**src/design/ers_stats_regs.vh**
```
// register offsets, field positions, reset values and timing for ers_stats
`ifndef ERS_STATS_REGS_VH
`define ERS_STATS_REGS_VH

`define ERS_ADDR_W 8
`define ERS_DATA_W 32
`define ERS_ZERO32 32'h0000_0000

// ----------------------------------------------------------------
// register offsets (byte addresses)
// ----------------------------------------------------------------
`define ERS_OFS_CFG 8'h00
`define ERS_OFS_INT_STATUS 8'h04
`define ERS_OFS_INT_MASK 8'h08
`define ERS_OFS_CNT_BASE 8'h0C
`define ERS_OFS_CNT_LAST 8'h28

// ----------------------------------------------------------------
// counter indexes (also interrupt status bit positions)
// ----------------------------------------------------------------
`define ERS_NUM_CNT 8
`define ERS_IDX_NO_BUFFER 0
`define ERS_IDX_DMA_OVERRUN 1
`define ERS_IDX_SYMBOL 2
`define ERS_IDX_TOO_LONG 3
`define ERS_IDX_JABBER 4
`define ERS_IDX_SHORT 5
`define ERS_IDX_COL_TEST 6
`define ERS_IDX_LEN_MISMATCH 7

// ----------------------------------------------------------------
// counter field widths
// ----------------------------------------------------------------
`define ERS_WIDE_CNT_W 16
`define ERS_NARROW_CNT_W 8

// ----------------------------------------------------------------
// configuration register fields
// ----------------------------------------------------------------
`define ERS_CFG_SPEED100_BIT 0
`define ERS_CFG_HALF_DUPLEX_BIT 4
`define ERS_CFG_BIG_FRAME_BIT 8
`define ERS_CFG_LEN_CHECK_BIT 16
`define ERS_CFG_MASK 32'h0001_0111
`define ERS_CFG_RESET 32'h0000_0000
`define ERS_INT_MASK_RESET 8'h00
`define ERS_INT_STATUS_RESET 8'h00

// ----------------------------------------------------------------
// frame length limits (bytes)
// ----------------------------------------------------------------
`define ERS_LEN_W 12
`define ERS_MIN_LEN 12'h040
`define ERS_MAX_LEN 12'h5EE
`define ERS_MAX_LEN_BIG 12'h600
`define ERS_HDR_FCS_LEN 12'h012
`define ERS_TYPE_MIN 16'h0600

// ----------------------------------------------------------------
// collision test window: 96 bit times
// ----------------------------------------------------------------
`define ERS_CLK_PERIOD_NS 50
`define ERS_SQE_WIN_10M_NS 9600
`define ERS_SQE_WIN_100M_NS 960
// window in clock cycles, rounded down, sized to the 8-bit window count
`define ERS_SQE_CYC_10M 8'hC0
`define ERS_SQE_CYC_100M 8'h13
`define ERS_SQE_CNT_W 8

`endif

```
**src/design/ers_counter.v**
```verilog
// one software-loadable statistics counter
`timescale 1ns/10ps
module ers_counter #(
  parameter WIDTH = 8
) (
  input wire i_clk,
  input wire i_nrst,
  input wire i_inc,
  input wire i_load,
  input wire [WIDTH-1:0] i_load_val,
  output wire [WIDTH-1:0] o_count
);

  reg [WIDTH-1:0] count_reg;
  reg [WIDTH-1:0] count_next;

  // a write in the same cycle as an event keeps the event: load plus one
  always @* begin
    count_next = count_reg;
    if (i_load) begin
      count_next = i_load_val;
    end
    if (i_inc) begin
      count_next = count_next + {{(WIDTH-1){1'b0}}, 1'b1};
    end
  end

  always @(posedge i_clk or negedge i_nrst) begin
    if (!i_nrst) begin
      count_reg <= {WIDTH{1'b0}};
    end else begin
      count_reg <= count_next;
    end
  end

  assign o_count = count_reg;

endmodule // ers_counter

```
**src/design/ers_stats.v**
```verilog
// receive error and collision test statistics counters of a 10/100 mac
//
// Functional notes
// a 16-bit counter counts matched frames lost for want of a buffer.
// an 8-bit counter counts matched frames lost to a dma overrun.
// an 8-bit counter counts frames during which rx_er was ever high.
// symbol errors in legal-length frames count as fcs or alignment errors, or as jabber if long.
// the longest legal frame is 1518 bytes, 1536 with config bit 8 set.
// an 8-bit count of too-long frames without crc, align or symbol error.
// an 8-bit count of too-long frames with a crc, align or symbol error.
// an 8-bit count of frames under 64 bytes with none of those errors.
// half duplex: an 8-bit count of col absent 96 bit times after tx_en.
// an 8-bit count of frames measured shorter than their length field.
// length field checking runs only while config bit 16 is set.
// type values from 0x0600 and too-long frames are never a mismatch.
// counters reset to zero and a software write loads the written value.
`timescale 1ns/10ps
`include "ers_stats_regs.vh"
module ers_stats (
  input wire I_CORE_CLK,
  input wire I_NRST,
  // register port
  input wire [7:0] I_ADDR,
  input wire [31:0] I_WDATA,
  input wire I_WR,
  input wire I_RD,
  output wire [31:0] O_RDATA,
  // phy side
  input wire I_RX_DV,
  input wire I_RX_ER,
  input wire I_TX_EN,
  input wire I_COL,
  // per-frame receive status from the mac
  input wire I_RX_FRAME_DONE,
  input wire [11:0] I_RX_FRAME_LEN,
  input wire [15:0] I_RX_LEN_TYPE,
  input wire I_RX_ADDR_MATCH,
  input wire I_RX_NO_BUFFER,
  input wire I_RX_OVERRUN,
  input wire I_RX_CRC_ERR,
  input wire I_RX_ODD_BITS,
  // events toward the fcs and alignment counters of the mac, and the interrupt request
  output wire O_FCS_ERR_EVENT,
  output wire O_ALIGN_ERR_EVENT,
  output wire O_IRQ
);

  // ----------------------------------------------------------------
  // registers
  // ----------------------------------------------------------------
  reg [31:0] cfg_reg;
  reg [7:0] int_status_reg;
  reg [7:0] int_status_next;
  reg [7:0] int_mask_reg;
  reg [31:0] rdata_reg;
  reg [31:0] rdata_next;
  reg sym_seen_reg;
  reg [7:0] event_reg;
  reg [7:0] event_next;
  reg fcs_event_reg;
  reg align_event_reg;
  reg tx_en_d_reg;
  reg sqe_state_reg;
  reg sqe_state_next;
  reg [7:0] sqe_cnt_reg;
  reg [7:0] sqe_cnt_next;
  reg sqe_fail_reg;
  reg sqe_fail_next;

  wire [15:0] count_word [0:7];
  wire [7:0] cnt_load;
  wire speed100;
  wire half_duplex;
  wire big_frame;
  wire len_check;
  wire [11:0] max_len;
  wire [11:0] len_field;
  wire [11:0] payload_len;
  wire sym_err;
  wire err_any;
  wire too_long;
  wire too_short;
  wire is_length_field;
  wire [7:0] sqe_window;
  wire cnt_hit;
  wire [7:0] cnt_ofs;
  wire [2:0] cnt_idx;
  wire legal_len;
  wire fcs_event_next;
  wire align_event_next;
  wire tx_en_fall;
  wire wr_cfg;
  wire wr_int_status;
  wire wr_int_mask;

  localparam SQE_IDLE = 1'b0;
  localparam SQE_ARMED = 1'b1;

  assign speed100 = cfg_reg[`ERS_CFG_SPEED100_BIT];
  assign half_duplex = cfg_reg[`ERS_CFG_HALF_DUPLEX_BIT];
  assign big_frame = cfg_reg[`ERS_CFG_BIG_FRAME_BIT];
  assign len_check = cfg_reg[`ERS_CFG_LEN_CHECK_BIT];

  // ----------------------------------------------------------------
  // frame classification
  // ----------------------------------------------------------------
  assign max_len = big_frame ? `ERS_MAX_LEN_BIG : `ERS_MAX_LEN;

  // rx_er seen on the closing cycle of a frame still counts
  assign sym_err = sym_seen_reg | (I_RX_DV & I_RX_ER);
  assign err_any = I_RX_CRC_ERR | I_RX_ODD_BITS | sym_err;
  assign too_long = I_RX_FRAME_LEN > max_len;
  assign too_short = I_RX_FRAME_LEN < `ERS_MIN_LEN;

  // measured length is the data field: frame less header and fcs
  assign payload_len = (I_RX_FRAME_LEN > `ERS_HDR_FCS_LEN) ?
                       (I_RX_FRAME_LEN - `ERS_HDR_FCS_LEN) : 12'h000;
  assign is_length_field = I_RX_LEN_TYPE < `ERS_TYPE_MIN;
  // length field already known below 0x0600, so 12 bits hold it
  assign len_field = I_RX_LEN_TYPE[11:0];

  // latch rx_er across the frame; the frame done strobe clears it
  always @(posedge I_CORE_CLK or negedge I_NRST) begin
    if (!I_NRST) begin
      sym_seen_reg <= 1'b0;
    end else if (I_RX_FRAME_DONE) begin
      sym_seen_reg <= 1'b0;
    end else if (I_RX_DV & I_RX_ER) begin
      sym_seen_reg <= 1'b1;
    end
  end

  always @* begin
    event_next = 8'h00;
    if (I_RX_FRAME_DONE) begin
      event_next[`ERS_IDX_NO_BUFFER] =
        I_RX_ADDR_MATCH & I_RX_NO_BUFFER;
      event_next[`ERS_IDX_DMA_OVERRUN] =
        I_RX_ADDR_MATCH & I_RX_OVERRUN;
      event_next[`ERS_IDX_SYMBOL] = sym_err;
      event_next[`ERS_IDX_TOO_LONG] = too_long & ~err_any;
      event_next[`ERS_IDX_JABBER] = too_long & err_any;
      event_next[`ERS_IDX_SHORT] = too_short & ~err_any;
      event_next[`ERS_IDX_LEN_MISMATCH] = len_check &
        is_length_field & ~too_long &
        (payload_len < len_field);
    end
    event_next[`ERS_IDX_COL_TEST] = sqe_fail_reg;
  end

  always @(posedge I_CORE_CLK or negedge I_NRST) begin
    if (!I_NRST) begin
      event_reg <= 8'h00;
    end else begin
      event_reg <= event_next;
    end
  end

  // legal-length symbol errors also feed the fcs or alignment count
  assign legal_len = ~too_long & ~too_short;
  assign fcs_event_next = I_RX_FRAME_DONE & sym_err & legal_len &
                          ~I_RX_ODD_BITS;
  assign align_event_next = I_RX_FRAME_DONE & sym_err & legal_len &
                            I_RX_ODD_BITS;

  always @(posedge I_CORE_CLK or negedge I_NRST) begin
    if (!I_NRST) begin
      fcs_event_reg <= 1'b0;
      align_event_reg <= 1'b0;
    end else begin
      fcs_event_reg <= fcs_event_next;
      align_event_reg <= align_event_next;
    end
  end

  assign O_FCS_ERR_EVENT = fcs_event_reg;
  assign O_ALIGN_ERR_EVENT = align_event_reg;

  // ----------------------------------------------------------------
  // collision (sqe) test after transmit
  // ----------------------------------------------------------------
  // the window is rounded down so a late col is never wrongly accepted
  assign sqe_window = speed100 ? `ERS_SQE_CYC_100M : `ERS_SQE_CYC_10M;
  assign tx_en_fall = tx_en_d_reg & ~I_TX_EN;

  // a new falling edge while armed restarts the window
  always @* begin
    sqe_state_next = sqe_state_reg;
    sqe_cnt_next = sqe_cnt_reg;
    sqe_fail_next = 1'b0;
    case (sqe_state_reg)
      SQE_IDLE: begin
        if (tx_en_fall & half_duplex) begin
          sqe_state_next = SQE_ARMED;
          sqe_cnt_next = 8'h00;
        end
      end
      SQE_ARMED: begin
        if (tx_en_fall & half_duplex) begin
          sqe_cnt_next = 8'h00;
        end else if (I_COL | I_TX_EN | ~half_duplex) begin
          sqe_state_next = SQE_IDLE;
        end else if (sqe_cnt_reg == sqe_window - 8'h01) begin
          sqe_state_next = SQE_IDLE;
          sqe_fail_next = 1'b1;
        end else begin
          sqe_cnt_next = sqe_cnt_reg + 8'h01;
        end
      end
      default: begin
        sqe_state_next = SQE_IDLE;
      end
    endcase
  end

  always @(posedge I_CORE_CLK or negedge I_NRST) begin
    if (!I_NRST) begin
      tx_en_d_reg <= 1'b0;
      sqe_state_reg <= SQE_IDLE;
      sqe_cnt_reg <= 8'h00;
      sqe_fail_reg <= 1'b0;
    end else begin
      tx_en_d_reg <= I_TX_EN;
      sqe_state_reg <= sqe_state_next;
      sqe_cnt_reg <= sqe_cnt_next;
      sqe_fail_reg <= sqe_fail_next;
    end
  end

  // ----------------------------------------------------------------
  // counters
  // ----------------------------------------------------------------
  assign cnt_hit = (I_ADDR >= `ERS_OFS_CNT_BASE) &&
                   (I_ADDR <= `ERS_OFS_CNT_LAST) && (I_ADDR[1:0] == 2'b00);
  assign cnt_ofs = I_ADDR - `ERS_OFS_CNT_BASE;
  assign cnt_idx = cnt_ofs[4:2];

  genvar gi;
  generate
    for (gi = 0; gi < `ERS_NUM_CNT; gi = gi + 1) begin : g_cnt
      localparam CW = (gi == `ERS_IDX_NO_BUFFER) ?
                      `ERS_WIDE_CNT_W : `ERS_NARROW_CNT_W;
      wire [CW-1:0] cnt_val;
      assign cnt_load[gi] = I_WR & cnt_hit & (cnt_idx == gi);
      ers_counter #(
        .WIDTH(CW)
      ) u_cnt (
        .i_clk(I_CORE_CLK),
        .i_nrst(I_NRST),
        .i_inc(event_reg[gi]),
        .i_load(cnt_load[gi]),
        .i_load_val(I_WDATA[CW-1:0]),
        .o_count(cnt_val)
      );
      if (CW < `ERS_WIDE_CNT_W) begin : g_pad
        assign count_word[gi] = {{(`ERS_WIDE_CNT_W-CW){1'b0}}, cnt_val};
      end else begin : g_full
        assign count_word[gi] = cnt_val;
      end
    end
  endgenerate

  // ----------------------------------------------------------------
  // configuration, interrupt status and mask
  // ----------------------------------------------------------------
  assign wr_cfg = I_WR && (I_ADDR == `ERS_OFS_CFG);
  assign wr_int_status = I_WR && (I_ADDR == `ERS_OFS_INT_STATUS);
  assign wr_int_mask = I_WR && (I_ADDR == `ERS_OFS_INT_MASK);

  always @* begin
    int_status_next = int_status_reg;
    if (wr_int_status) begin
      int_status_next = int_status_next & ~I_WDATA[7:0];
    end
    // set wins over a clear in the same cycle
    int_status_next = int_status_next | event_reg;
  end

  // unused config bits are dropped so they always read back as zero
  always @(posedge I_CORE_CLK or negedge I_NRST) begin
    if (!I_NRST) begin
      cfg_reg <= `ERS_CFG_RESET;
    end else if (wr_cfg) begin
      cfg_reg <= I_WDATA & `ERS_CFG_MASK;
    end
  end

  always @(posedge I_CORE_CLK or negedge I_NRST) begin
    if (!I_NRST) begin
      int_status_reg <= `ERS_INT_STATUS_RESET;
    end else begin
      int_status_reg <= int_status_next;
    end
  end

  always @(posedge I_CORE_CLK or negedge I_NRST) begin
    if (!I_NRST) begin
      int_mask_reg <= `ERS_INT_MASK_RESET;
    end else if (wr_int_mask) begin
      int_mask_reg <= I_WDATA[7:0];
    end
  end

  assign O_IRQ = |(int_status_reg & int_mask_reg);

  // ----------------------------------------------------------------
  // read port: data stand the cycle after the strobe, zero otherwise
  // ----------------------------------------------------------------
  // a counter read shows the value before any same-cycle increment
  always @* begin
    rdata_next = `ERS_ZERO32;
    if (I_RD) begin
      case (I_ADDR)
        `ERS_OFS_CFG: begin
          rdata_next = cfg_reg;
        end
        `ERS_OFS_INT_STATUS: begin
          rdata_next = {24'h00_0000, int_status_reg};
        end
        `ERS_OFS_INT_MASK: begin
          rdata_next = {24'h00_0000, int_mask_reg};
        end
        default: begin
          if (cnt_hit) begin
            rdata_next = {16'h0000, count_word[cnt_idx]};
          end
        end
      endcase
    end
  end

  always @(posedge I_CORE_CLK or negedge I_NRST) begin
    if (!I_NRST) begin
      rdata_reg <= `ERS_ZERO32;
    end else begin
      rdata_reg <= rdata_next;
    end
  end

  assign O_RDATA = rdata_reg;

endmodule // ers_stats

```
**config.mk**
```make
export PLATFORM = sky130hd
export DESIGN_NAME = ers_stats
export DESIGN_NICKNAME = d
export VERILOG_FILES = /design/src/design/ers_counter.v /design/src/design/ers_stats.v
export VERILOG_INCLUDE_DIRS = /design/src /design/src/design
export SDC_FILE = /design/constraint.sdc
export NUM_CORES = 1
export LEC_CHECK = 0
export BUFFER_PORTS_ARGS = -buffer_cell sky130_fd_sc_hd__buf_2
export CAP_MARGIN = 15
export CORE_MARGIN = 2
export CORE_UTILIZATION = 45
export DETAILED_ROUTE_END_ITERATION = 7
export GPL_ROUTABILITY_DRIVEN = 0
export PLACE_DENSITY = 0.64
export SLEW_MARGIN = 20
export SYNTH_ARGS = -nofsm -noshare
export SYNTH_HDL_FRONTEND = slang
export SYNTH_SLANG_ARGS = --single-unit
```
**constraint.sdc**
```tcl
create_clock -name I_CORE_CLK -period 3.6 [get_ports I_CORE_CLK]
set_input_delay 0.72 -clock I_CORE_CLK [delete_from_list [all_inputs] [get_ports I_CORE_CLK]]
set_output_delay 0.72 -clock I_CORE_CLK [all_outputs]
set_load 0.05 [all_outputs]
```
==> results of run 1 <==
## final cells by class
type / count / area (um^2)
inverters: 27 / 101
repair buffers: 115 / 667
multi-input cells: 674 / 4900
fillers: 1723 / 8810
well taps: 234 / 293
clock inverters: 12 / 158
flip-flops and latches: 131 / 3280
clock buffers: 19 / 433
diodes: 1 / 2.50
## metal layers
layer  share of wire  global-route usage  vias up  wire length [um]
li1                -                   -     3264                 -
met1            0.44               0.325     3378             10300
met2            0.46               0.376      251             10800
met3           0.073              0.0580       36              1700
met4           0.024              0.0974        0               568
met5               0                   0        -                 0
## power groups by stage
| stage | Sequential [W] | Clock, W | Combinational (W) |
|---|---|---|---|
| 6_report | 0.00195 | 0.00178 | 0.000941 |
| 5_1_grt | 0.00198 | 0.00186 | 0.00103 |
| 4_1_cts | 0.00195 | 0.00180 | 0.000942 |
| 3_5_place_dp | 0.00197 | 0 | 0.000937 |
| 3_3_place_gp | 0.00197 | 0 | 0.000903 |
| 2_1_floorplan | 0.00186 | 0 | 0.000689 |
## worst paths after layout
path / from / to / depth (start not counted)
hold reg to reg: sqe_fail_reg$_DFF_PN0_ / event_reg[6]$_DFF_PN0_ / 0
min in group I_CORE_CLK: sqe_fail_reg$_DFF_PN0_ / event_reg[6]$_DFF_PN0_ / 0
hold / removal: I_NRST / g_cnt[4].u_cnt.o_count[4]$_DFF_PN0_ / 1
max in group asynchronous: I_NRST / g_cnt[2].u_cnt.o_count[4]$_DFF_PN0_ / 2
setup / recovery: I_ADDR[2] / g_cnt[0].u_cnt.o_count[10]$_DFF_PN0_ / 13
setup reg to reg: cfg_reg[8]$_DFFE_PN0P_ / event_reg[7]$_DFF_PN0_ / 6
## per-stage QoR
step                      power, W  cell area [um^2]  hold slack (ps)
final                      0.00468              9840              260
after global routing       0.00488              9840              308
after CTS                  0.00468              9830              281
after detailed placement   0.00290              9240              336
after global placement     0.00287              9240              337
after floorplan            0.00255              8580              331
## cell usage in the layout (no fill, tap or decap), types with 13 or more instances in the layout
cell type  Yosys  routed
mux4_2        16      16
and2_1        18      18
buf_4         18      28
nor2_1        77      77
a21oi_1       29      29
nand2_1       84      84
nand3_1       36      36
nand4_1       25      25
conb_1         1      15
mux2i_1       33      33
clkbuf_16      0      17
dfrtp_1      131     131
ha_1          36      36
mux2_2        33      33
xnor2_1       54      54
xor2_1        57      57
inv_1         26      26
and3_1        13      13
buf_2         11      85
o21ai_0       21      21
## critical path: stages
cell and delay, ps:
buf_2 130, inv_1 130, ha_1 200, nor4b_2 350
o211a_1 240, nand3_1 190, mux2_2 320, ha_1 160
nand2_1 130, nor3_1 420, nand3_1 150, xor2_1 180
mux2i_1 90
## cell families (layout without fill, tap and decap cells)
logic type,count (synthesis),in the layout,synth area share
AOI/OAI and AO/OA,116,116,0.0906
xor gates and xnor gates,111,111,0.114
adders and majority gates,36,36,0.0528
buffers and inverters,83,173,0.0462
DFF,131,131,0.385
muxes,82,82,0.125
other,1,16,0.000440
and+or+nand+nor,314,314,0.187
==> results.ini, run 1 <==
[sta]
hold_viol=0
max_freq_ghz=0.322
finalSetupViolations=0
rsz0062_at_grt=false
worst_slack_ps=492
finalSetupTns_ps=0
worst_pin_slew_ps=692
fin_skew_ps=9.59
slew_headroom=0.537
final-max-slew-violation-count=0
period_share=0.863
finalCriticalPeriod_ps=3110

[clock_tree]
cts_root_buf=clkbuf_16
ctsHoldBuffers=0
cts_resized=0
cts.sinks=131
cts.reportedPaths.clkPinSlew_ps=60
htreeDepth=4
cts_tree=yes
insertion_delay_ps=430
cts_inserted_buffers=17
postCtsSetupRepairBufs=0
ctsLongestPathBuffers=2

[layout]
largest_reg_flops=72
fin_cells=1213
layout.nets=1084
drive_above_1_share=0.210
syn2layout_area_growth_pct=15.4
final_util=0.528

[logic_synthesis]
synth_edf_count=0
synth_flop_cell=dfrtp_1
syn_area_um2=8520
ys_top_cells_by_count=dfrtp_1, nand2_1, nor2_1
postSynthCellCount=874
syn_area_per_cell_um2=9.75
async_flop_share=1.00
yosysTopAreaCellShare=0.385
yosys.area.top_type=dfrtp_1
synth_seq_cells=131
synth.distinct_cells=67
yosys_warnings=0
ys_top_cells_by_area=dfrtp_1, xor2_1, xnor2_1, ha_1, mux2_2
synth_most_common_cell=dfrtp_1
ys_seq_area_frac=0.385

[pwr]
p_per_area_nw_per_um2=476
switching_share=0.314
clkPwrFrac=0.381
seqPwrFrac=0.418
internal-power_w=0.00321
p_leak_nw=4.32
p_switching_w=0.00147
combPwrFrac=0.201
ir_drop_v=0.000255

[floorplanning]
core_area_um2=18600
start_util=0.457
dieArea_um2=20100
num_rows=50
top_level_ports=117
die_w_um=142
die_h_um=142

[outcome]
status=finished clean

[global_routing]
grt_pass1_wl_um=36900
grt_pass1_vias=6720
grt_max_degree=58
grt_usage=0.241
overflow=0
antenna_found_initial=1

[critical_path]
crit_required_ps=3920
crit_path_start_kind=input pin
criticalPathCategory=input pin to register
worst-r2r-setup-slack_ps=1420
worst_setup_path_end_kind=register
critPathArrivalTime_ps=3420
crit_fanout=5

[placement]
port-buffer-count=86
dpl.cell_count=1181
place_ws_ps=24.2
place_hpwl_um=17100

[detailed_routing]
drc_errors=0
postRouteAntennaNets=0
vias=6929
avgViaCountPerCell=5.71
first_pass_iters=5
wl_per_cell_um=19.3
drtIter0Drc=611
routed_wl_um=23400

[flow_run]
maxCapViolCount=0

[min_path]
hp-class=input pin to async pin

Note: power is estimated with default switching activity, not from simulation.
==> inputs of run 2 (changes only) <==
- ABC_AREA: not set -> 1
- PLACE_DENSITY: 0.64 -> 0.66
- clock period: 3.6 -> 2.5 ns (I/O delays scaled with it)
==> results.ini, run 2 <==
[pwr]
seqPwrFrac=0.357  ; -0.061
p_per_area_nw_per_um2=667  ; +40%
combPwrFrac=0.316  ; +0.115
switching_share=0.346  ; +0.0315
clkPwrFrac=0.327  ; -0.054
p_leak_nw=5.90  ; +37%
ir_drop_v=0.000507  ; +99%
p_switching_w=0.00256  ; +74%
internal-power_w=0.00484  ; +51%

[logic_synthesis]
synth_flop_cell=dfrtp_1
syn_area_per_cell_um2=7.17  ; -26%
synth.distinct_cells=47  ; -30%
yosys_warnings=0  ; unchanged
postSynthCellCount=1213  ; +39%
syn_area_um2=8700  ; +2.1%
ys_top_cells_by_count=nand2_1, inv_1, dfrtp_1
async_flop_share=1.00  ; unchanged
yosysTopAreaCellShare=0.377  ; -0.00785
synth_most_common_cell=nand2_1
ys_top_cells_by_area=dfrtp_1, nand2_1, inv_1, ha_1, nor2_1
yosys.area.top_type=dfrtp_1
synth_edf_count=0  ; unchanged
ys_seq_area_frac=0.377  ; -0.00785
synth_seq_cells=131  ; unchanged

[detailed_routing]
drtIter0Drc=577  ; -5.6%
routed_wl_um=24500  ; +5.0%
vias=8565  ; +24%
first_pass_iters=7  ; +2
avgViaCountPerCell=5.00  ; -12%
postRouteAntennaNets=0  ; unchanged
wl_per_cell_um=14.3  ; -26%
drc_errors=0  ; unchanged

[floorplanning]
dieArea_um2=20500  ; +2.0%
start_util=0.462  ; +0.00488
core_area_um2=18800  ; +1.0%
die_h_um=143  ; +1.0%
die_w_um=143  ; +1.0%
num_rows=50  ; unchanged
top_level_ports=117  ; unchanged

[layout]
multi_input_area_um2=4650  ; -5.1%
drive_above_1_share=0.214  ; +0.00403
layout.nets=1556  ; +44%
seq_area_um2=3280  ; unchanged
layout_commonest_cell=nand2_1
syn2layout_area_growth_pct=27.5
most-common-layout-cells=nand2_1, inv_1, buf_4, dfrtp_1, nor2_1
largest_reg_flops=72  ; unchanged
fillCellCount=1761  ; +2.2%
stdcell_area_um2=11100  ; +13%

[sta]
slew_headroom=0.609  ; +0.0716
worst_pin_slew_ps=582  ; -109 ps
finalCriticalPeriod_ps=2320
final-max-slew-violation-count=0  ; unchanged
max_freq_ghz=0.432
finalSetupViolations=0  ; unchanged
fin_skew_ps=10.9  ; +1.34 ps
hold_viol=0  ; unchanged
worst_slack_ps=185  ; -308 ps
period_share=0.926

[placement]
postPlaceCellArea_um2=10500  ; +13%
place_hpwl_um=19100  ; +12%
place_ws_ps=-260  ; -285 ps
port-buffer-count=86  ; unchanged

[clock_tree]
insertion_delay_ps=430  ; about the same
cts.sinks=131  ; unchanged
cts.reportedPaths.clkPinSlew_ps=60  ; about the same
htreeDepth=4  ; unchanged
cts_tree=yes
cts_inserted_buffers=17  ; unchanged
cts_root_buf=clkbuf_16
ctsLongestPathBuffers=2  ; unchanged

[outcome]
status=finished clean

[critical_path]
crit_required_ps=2860  ; -1060 ps
criticalPathCategory=input pin to register
crit_path_start_kind=input pin
critPathArrivalTime_ps=2670  ; -750 ps
critical_path.cell_chain=buf_2, buf_12, inv_12, ha_4, nand2_1, nand2_1, nand2_2, nand2_4, nand4_4, inv_1, nand2_2, nand2_1, inv_1, ha_1, nand2_1, inv_1, nand3_2, nor3_4, buf_4, xor2_1
crit_fanout=7  ; +2
slowest_stage=nor3_4
path_common_cell=nand2_1
cp_slowest_stage_delay_ps=280  ; -140 ps
worst_setup_path_end_kind=register

[global_routing]
grt_pass1_wl_um=39600  ; +7.4%
antenna_found_initial=2  ; +1
grt_usage=0.250  ; +0.00842
grt_pass1_vias=8110  ; +21%
grt_max_degree=47  ; -19%
overflow=0  ; unchanged

[flow_run]
maxCapViolCount=0  ; unchanged

[min_path]
hp-class=input pin to async pin

run 2: critical path, delay by kind of cell:
family,cells,cell delay [ps]
simple gates,10,1060
buf+inv,7,690
xor+xnor,1,130
fa+ha+maj,2,290
run 2: kinds of logic after synthesis:
family / after synthesis / synth area share
and+or+nand+nor: 598 / 0.296
buffers and inverters: 218 / 0.105
AOI/OAI and AO/OA: 182 / 0.123
DFF: 131 / 0.377
xor gates and xnor gates: 46 / 0.0463
adders and majority gates: 36 / 0.0518
other: 1 / 0.000431
muxes: 1 / 0.00115
run 2: final cells by class:
class                      count  area share
inverter                     176      0.0607
antenna                        1    0.000226
tap                          260      0.0293
multi-input combinational    878       0.420
timing repair buffer         234       0.143
sequential                   131       0.296
clock buffer                  19      0.0399
clock inverter                13      0.0114
run 2: worst paths after layout:
check / from / endpoint / slack (ps) / cells after the start
setup / recovery: I_ADDR[2] / g_cnt[0].u_cnt.o_count[6]$_DFF_PN0_ / 180 / 20
hold / removal: I_NRST / g_cnt[5].u_cnt.o_count[5]$_DFF_PN0_ / 6 / 1
setup reg to reg: cfg_reg[8]$_DFFE_PN0P_ / O_FCS_ERR_EVENT$_DFF_PN0_ / 490 / 8
hold reg to reg: sqe_fail_reg$_DFF_PN0_ / event_reg[6]$_DFF_PN0_ / 350 / 0
max in group asynchronous: I_NRST / int_mask_reg[6]$_DFFE_PN0P_ / 1840 / 2
min in group I_CORE_CLK: I_TX_EN / tx_en_d_reg$_DFF_PN0_ / 200 / 1
run 2: power by group through the flow:
stage,clock [W],sequential (W),combinational (W)
finish,0.00242,0.00264,0.00234
floorplan,0,0.00261,0.00142
CTS,0.00245,0.00264,0.00232
detailed placement,0,0.00267,0.00229
global route,0.00255,0.00267,0.00266
global placement,0,0.00267,0.00224
run 2: through the flow:
| stage | instances | power, W | TNS (ps) | hold WS [ps] | util |
|---|---|---|---|---|---|
| 4_1_cts | 1708 | 0.00740 | 0 | 15.0 | 0.586 |
| 6_report | 1712 | 0.00740 | 0 | 6.35 | 0.589 |
| 2_1_floorplan | 1227 | 0.00404 | -313 | 204 | - |
| 5_1_grt | 1711 | 0.00788 | -14.7 | 35.2 | 0.589 |
| 3_3_place_gp | 1676 | 0.00490 | -7870 | 337 | 0.556 |
| 3_5_place_dp | 1676 | 0.00496 | -8640 | 343 | 0.556 |
run 2: repair_timing:
action	in CTS	in global routing
buffers inserted	0	3
endpoints found under the setup margin	0	12
hold buffers	0	0
gates resized for setup	0	11
run 2: layer usage:
layer  GRT usage  vias up  part of all wire  wire (um)
met1       0.313     3937              0.44      10900
li1            -     4334                 -          -
met5           0        -           0.00045         11
met2       0.423      231              0.47      11600
met4       0.107        2             0.039        961
met3      0.0423       61             0.044       1080
==> inputs of run 3 (changes only) <==
- CORE_UTILIZATION: 45 -> 30
- CTS_BUF_LIST: not set -> sky130_fd_sc_hd__clkbuf_4
- PLACE_DENSITY: 0.66 -> 0.48
- SLEW_MARGIN: 20 -> 25
==> results.ini, run 3 (same netlist as run 2, synthesis figures left out) <==
[placement]
port-buffer-count=86  ; unchanged
place_hpwl_um=21100  ; +11%

[pwr]
p_leak_nw=5.89  ; -0.21%
power.total_w=0.00662  ; -10%
p_per_area_nw_per_um2=595  ; -11%
ir_drop_v=0.000217  ; -57%

[layout]
syn2layout_area_growth_pct=27.8
largest_reg_flops=72  ; unchanged
drive_above_1_share=0.220  ; +0.00661
seq_area_um2=3280  ; unchanged
final_util=0.389  ; -0.200
layout_commonest_cell=nand2_1
layout.nets=1577  ; +1.3%
most-common-layout-cells=nand2_1, inv_1, buf_4, dfrtp_1, nor2_1
multi_input_area_um2=4630  ; -0.51%
fillCellCount=3071  ; +74%

[floorplanning]
start_util=0.304  ; -0.158
dieArea_um2=30400  ; +48%
die_w_um=174  ; +22%
die_h_um=174  ; +22%
num_rows=62  ; +24%
core_area_um2=28600  ; +52%
top_level_ports=117  ; unchanged

[clock_tree]
insertion_delay_ps=560  ; +130 ps
cts.sinks=131  ; unchanged
cts_tree=yes
cts_root_buf=clkbuf_4
cts.reportedPaths.clkPinSlew_ps=130  ; +70 ps
ctsLongestPathBuffers=2  ; unchanged
htreeDepth=4  ; unchanged
cts_inserted_buffers=17  ; unchanged

[sta]
worst_hold_slack_ps=54.6  ; +48.2 ps
finalSetupViolations=0  ; unchanged
max_freq_ghz=0.429  ; -0.78%
period_share=0.933  ; +0.00724
finalCriticalPeriod_ps=2330  ; +18.1 ps
final-max-slew-violation-count=0  ; unchanged
hold_viol=0  ; unchanged
rsz0062_at_grt=false
fin_skew_ps=22.7  ; +11.8 ps

[detailed_routing]
drc_errors=0  ; unchanged
avgViaCountPerCell=4.56  ; -8.8%
first_pass_iters=5  ; -2
routed_wl_um=26800  ; +9.1%
vias=8471  ; -1.1%
postRouteAntennaNets=0  ; unchanged
drtIter0Drc=495  ; -14%
wl_per_cell_um=14.4  ; +0.66%

[critical_path]
criticalPathCategory=register to primary output
critical_path.top_delay_family=compound AO/OA/AOI/OAI gates
worst_setup_path_end_kind=primary output
crit_path_start_kind=register
crit_fanout=3  ; -4
crit_required_ps=2000  ; -860 ps
slowest_stage=dfrtp_1
critical_path.cell_chain=a22o_1, a221oi_1, nand2_1, buf_2
cp_num_buf_inv=1  ; -6
cp_slowest_stage_delay_ps=420  ; +140 ps
critPathArrivalTime_ps=1830  ; -840 ps

[flow_run]
maxCapViolCount=0  ; unchanged

[global_routing]
antenna_found_initial=1  ; -1
grt_pass1_vias=8212  ; +1.3%
grt_max_degree=49  ; +4.3%
grt_pass1_wl_um=43300  ; +9.4%
overflow=0  ; unchanged
grt_usage=0.182  ; -0.0672

[min_path]
hp-class=input pin to register

[outcome]
status=finished clean

-- run 3: cell count changes in the layout (fill, tap and decap cells not counted), moves of 3 or more --
cell,previous run,this run
buf_4,144,164
clkbuf_4,0,19
clkbuf_16,17,0
clkinvlp_4,4,1
inv_6,4,1
-- run 3: final timing paths --
kind	endpoint	start	cells past startpoint	slack, ps
max	O_IRQ	int_status_reg[7]$_DFF_PN0_	4	170
max reg2reg	O_FCS_ERR_EVENT$_DFF_PN0_	cfg_reg[8]$_DFFE_PN0P_	8	450
min in group asynchronous	g_cnt[4].u_cnt.o_count[4]$_DFF_PN0_	I_NRST	2	400
min	tx_en_d_reg$_DFF_PN0_	I_TX_EN	1	50
max in group asynchronous	g_cnt[1].u_cnt.o_count[4]$_DFF_PN0_	I_NRST	3	1460
min reg2reg	event_reg[6]$_DFF_PN0_	sqe_fail_reg$_DFF_PN0_	0	360
-- run 3: what timing repair did --
item                                   CTS  global route
resized for setup                        0             0
setup endpoints to repair                0             0
endpoints found under the hold margin   36             0
hold buffers                             1             0
setup buffers                            0             0
-- run 3: worst reg2reg max path, cell delays in order (launching register included) --
cell and delay (ps):
dfrtp_1 520, inv_1 200, ha_1 330, nand2_1 50, nor3_1 270, nand3_1 120
a32o_1 300, nand3_1 130, nor2_1 50
-- run 3: layer usage --
metal,wire (um),up-vias,share of wire,track usage
met1,12700,3912,0.48,0.248
met5,0,-,0,0
li1,-,4373,-,-
met2,12600,150,0.47,0.298
met4,690,0,0.026,0.0676
met3,757,36,0.028,0.0219
-- run 3: report_power, final --
part | leakage [nW] | switching [W] | total (W) | internal [W]
Combinational | 4.11 | 0.00136 | 0.00240 | 0.00104
Clock | 0.161 | 0.000880 | 0.00160 | 0.000715
Sequential | 1.62 | 0.000188 | 0.00263 | 0.00244
Total | 5.89 | 0.00243 | 0.00662 | 0.00419
-- run 3: final cells by class --
cell class,count,area share
Sequential cell,131,0.295
Clock buffer,19,0.0128
Timing Repair Buffer,255,0.158
Inverter,176,0.0605
Tap cell,384,0.0432
Multi-Input combinational cell,878,0.416
Clock inverter,12,0.0143
Antenna cell,1,0.000225
-- run 3: per-stage QoR --
stage / TNS, ps / cells / setup slack [ps] / instance area [um^2]
floorplan: -313 / 1227 / -77.2 / 8870
global placement: -8280 / 1823 / -302 / 10800
detailed placement: -9450 / 1823 / -354 / 10800
CTS: 0 / 1855 / 154 / 11100
global route: 0 / 1856 / 55.6 / 11100
finish: 0 / 1856 / 167 / 11100
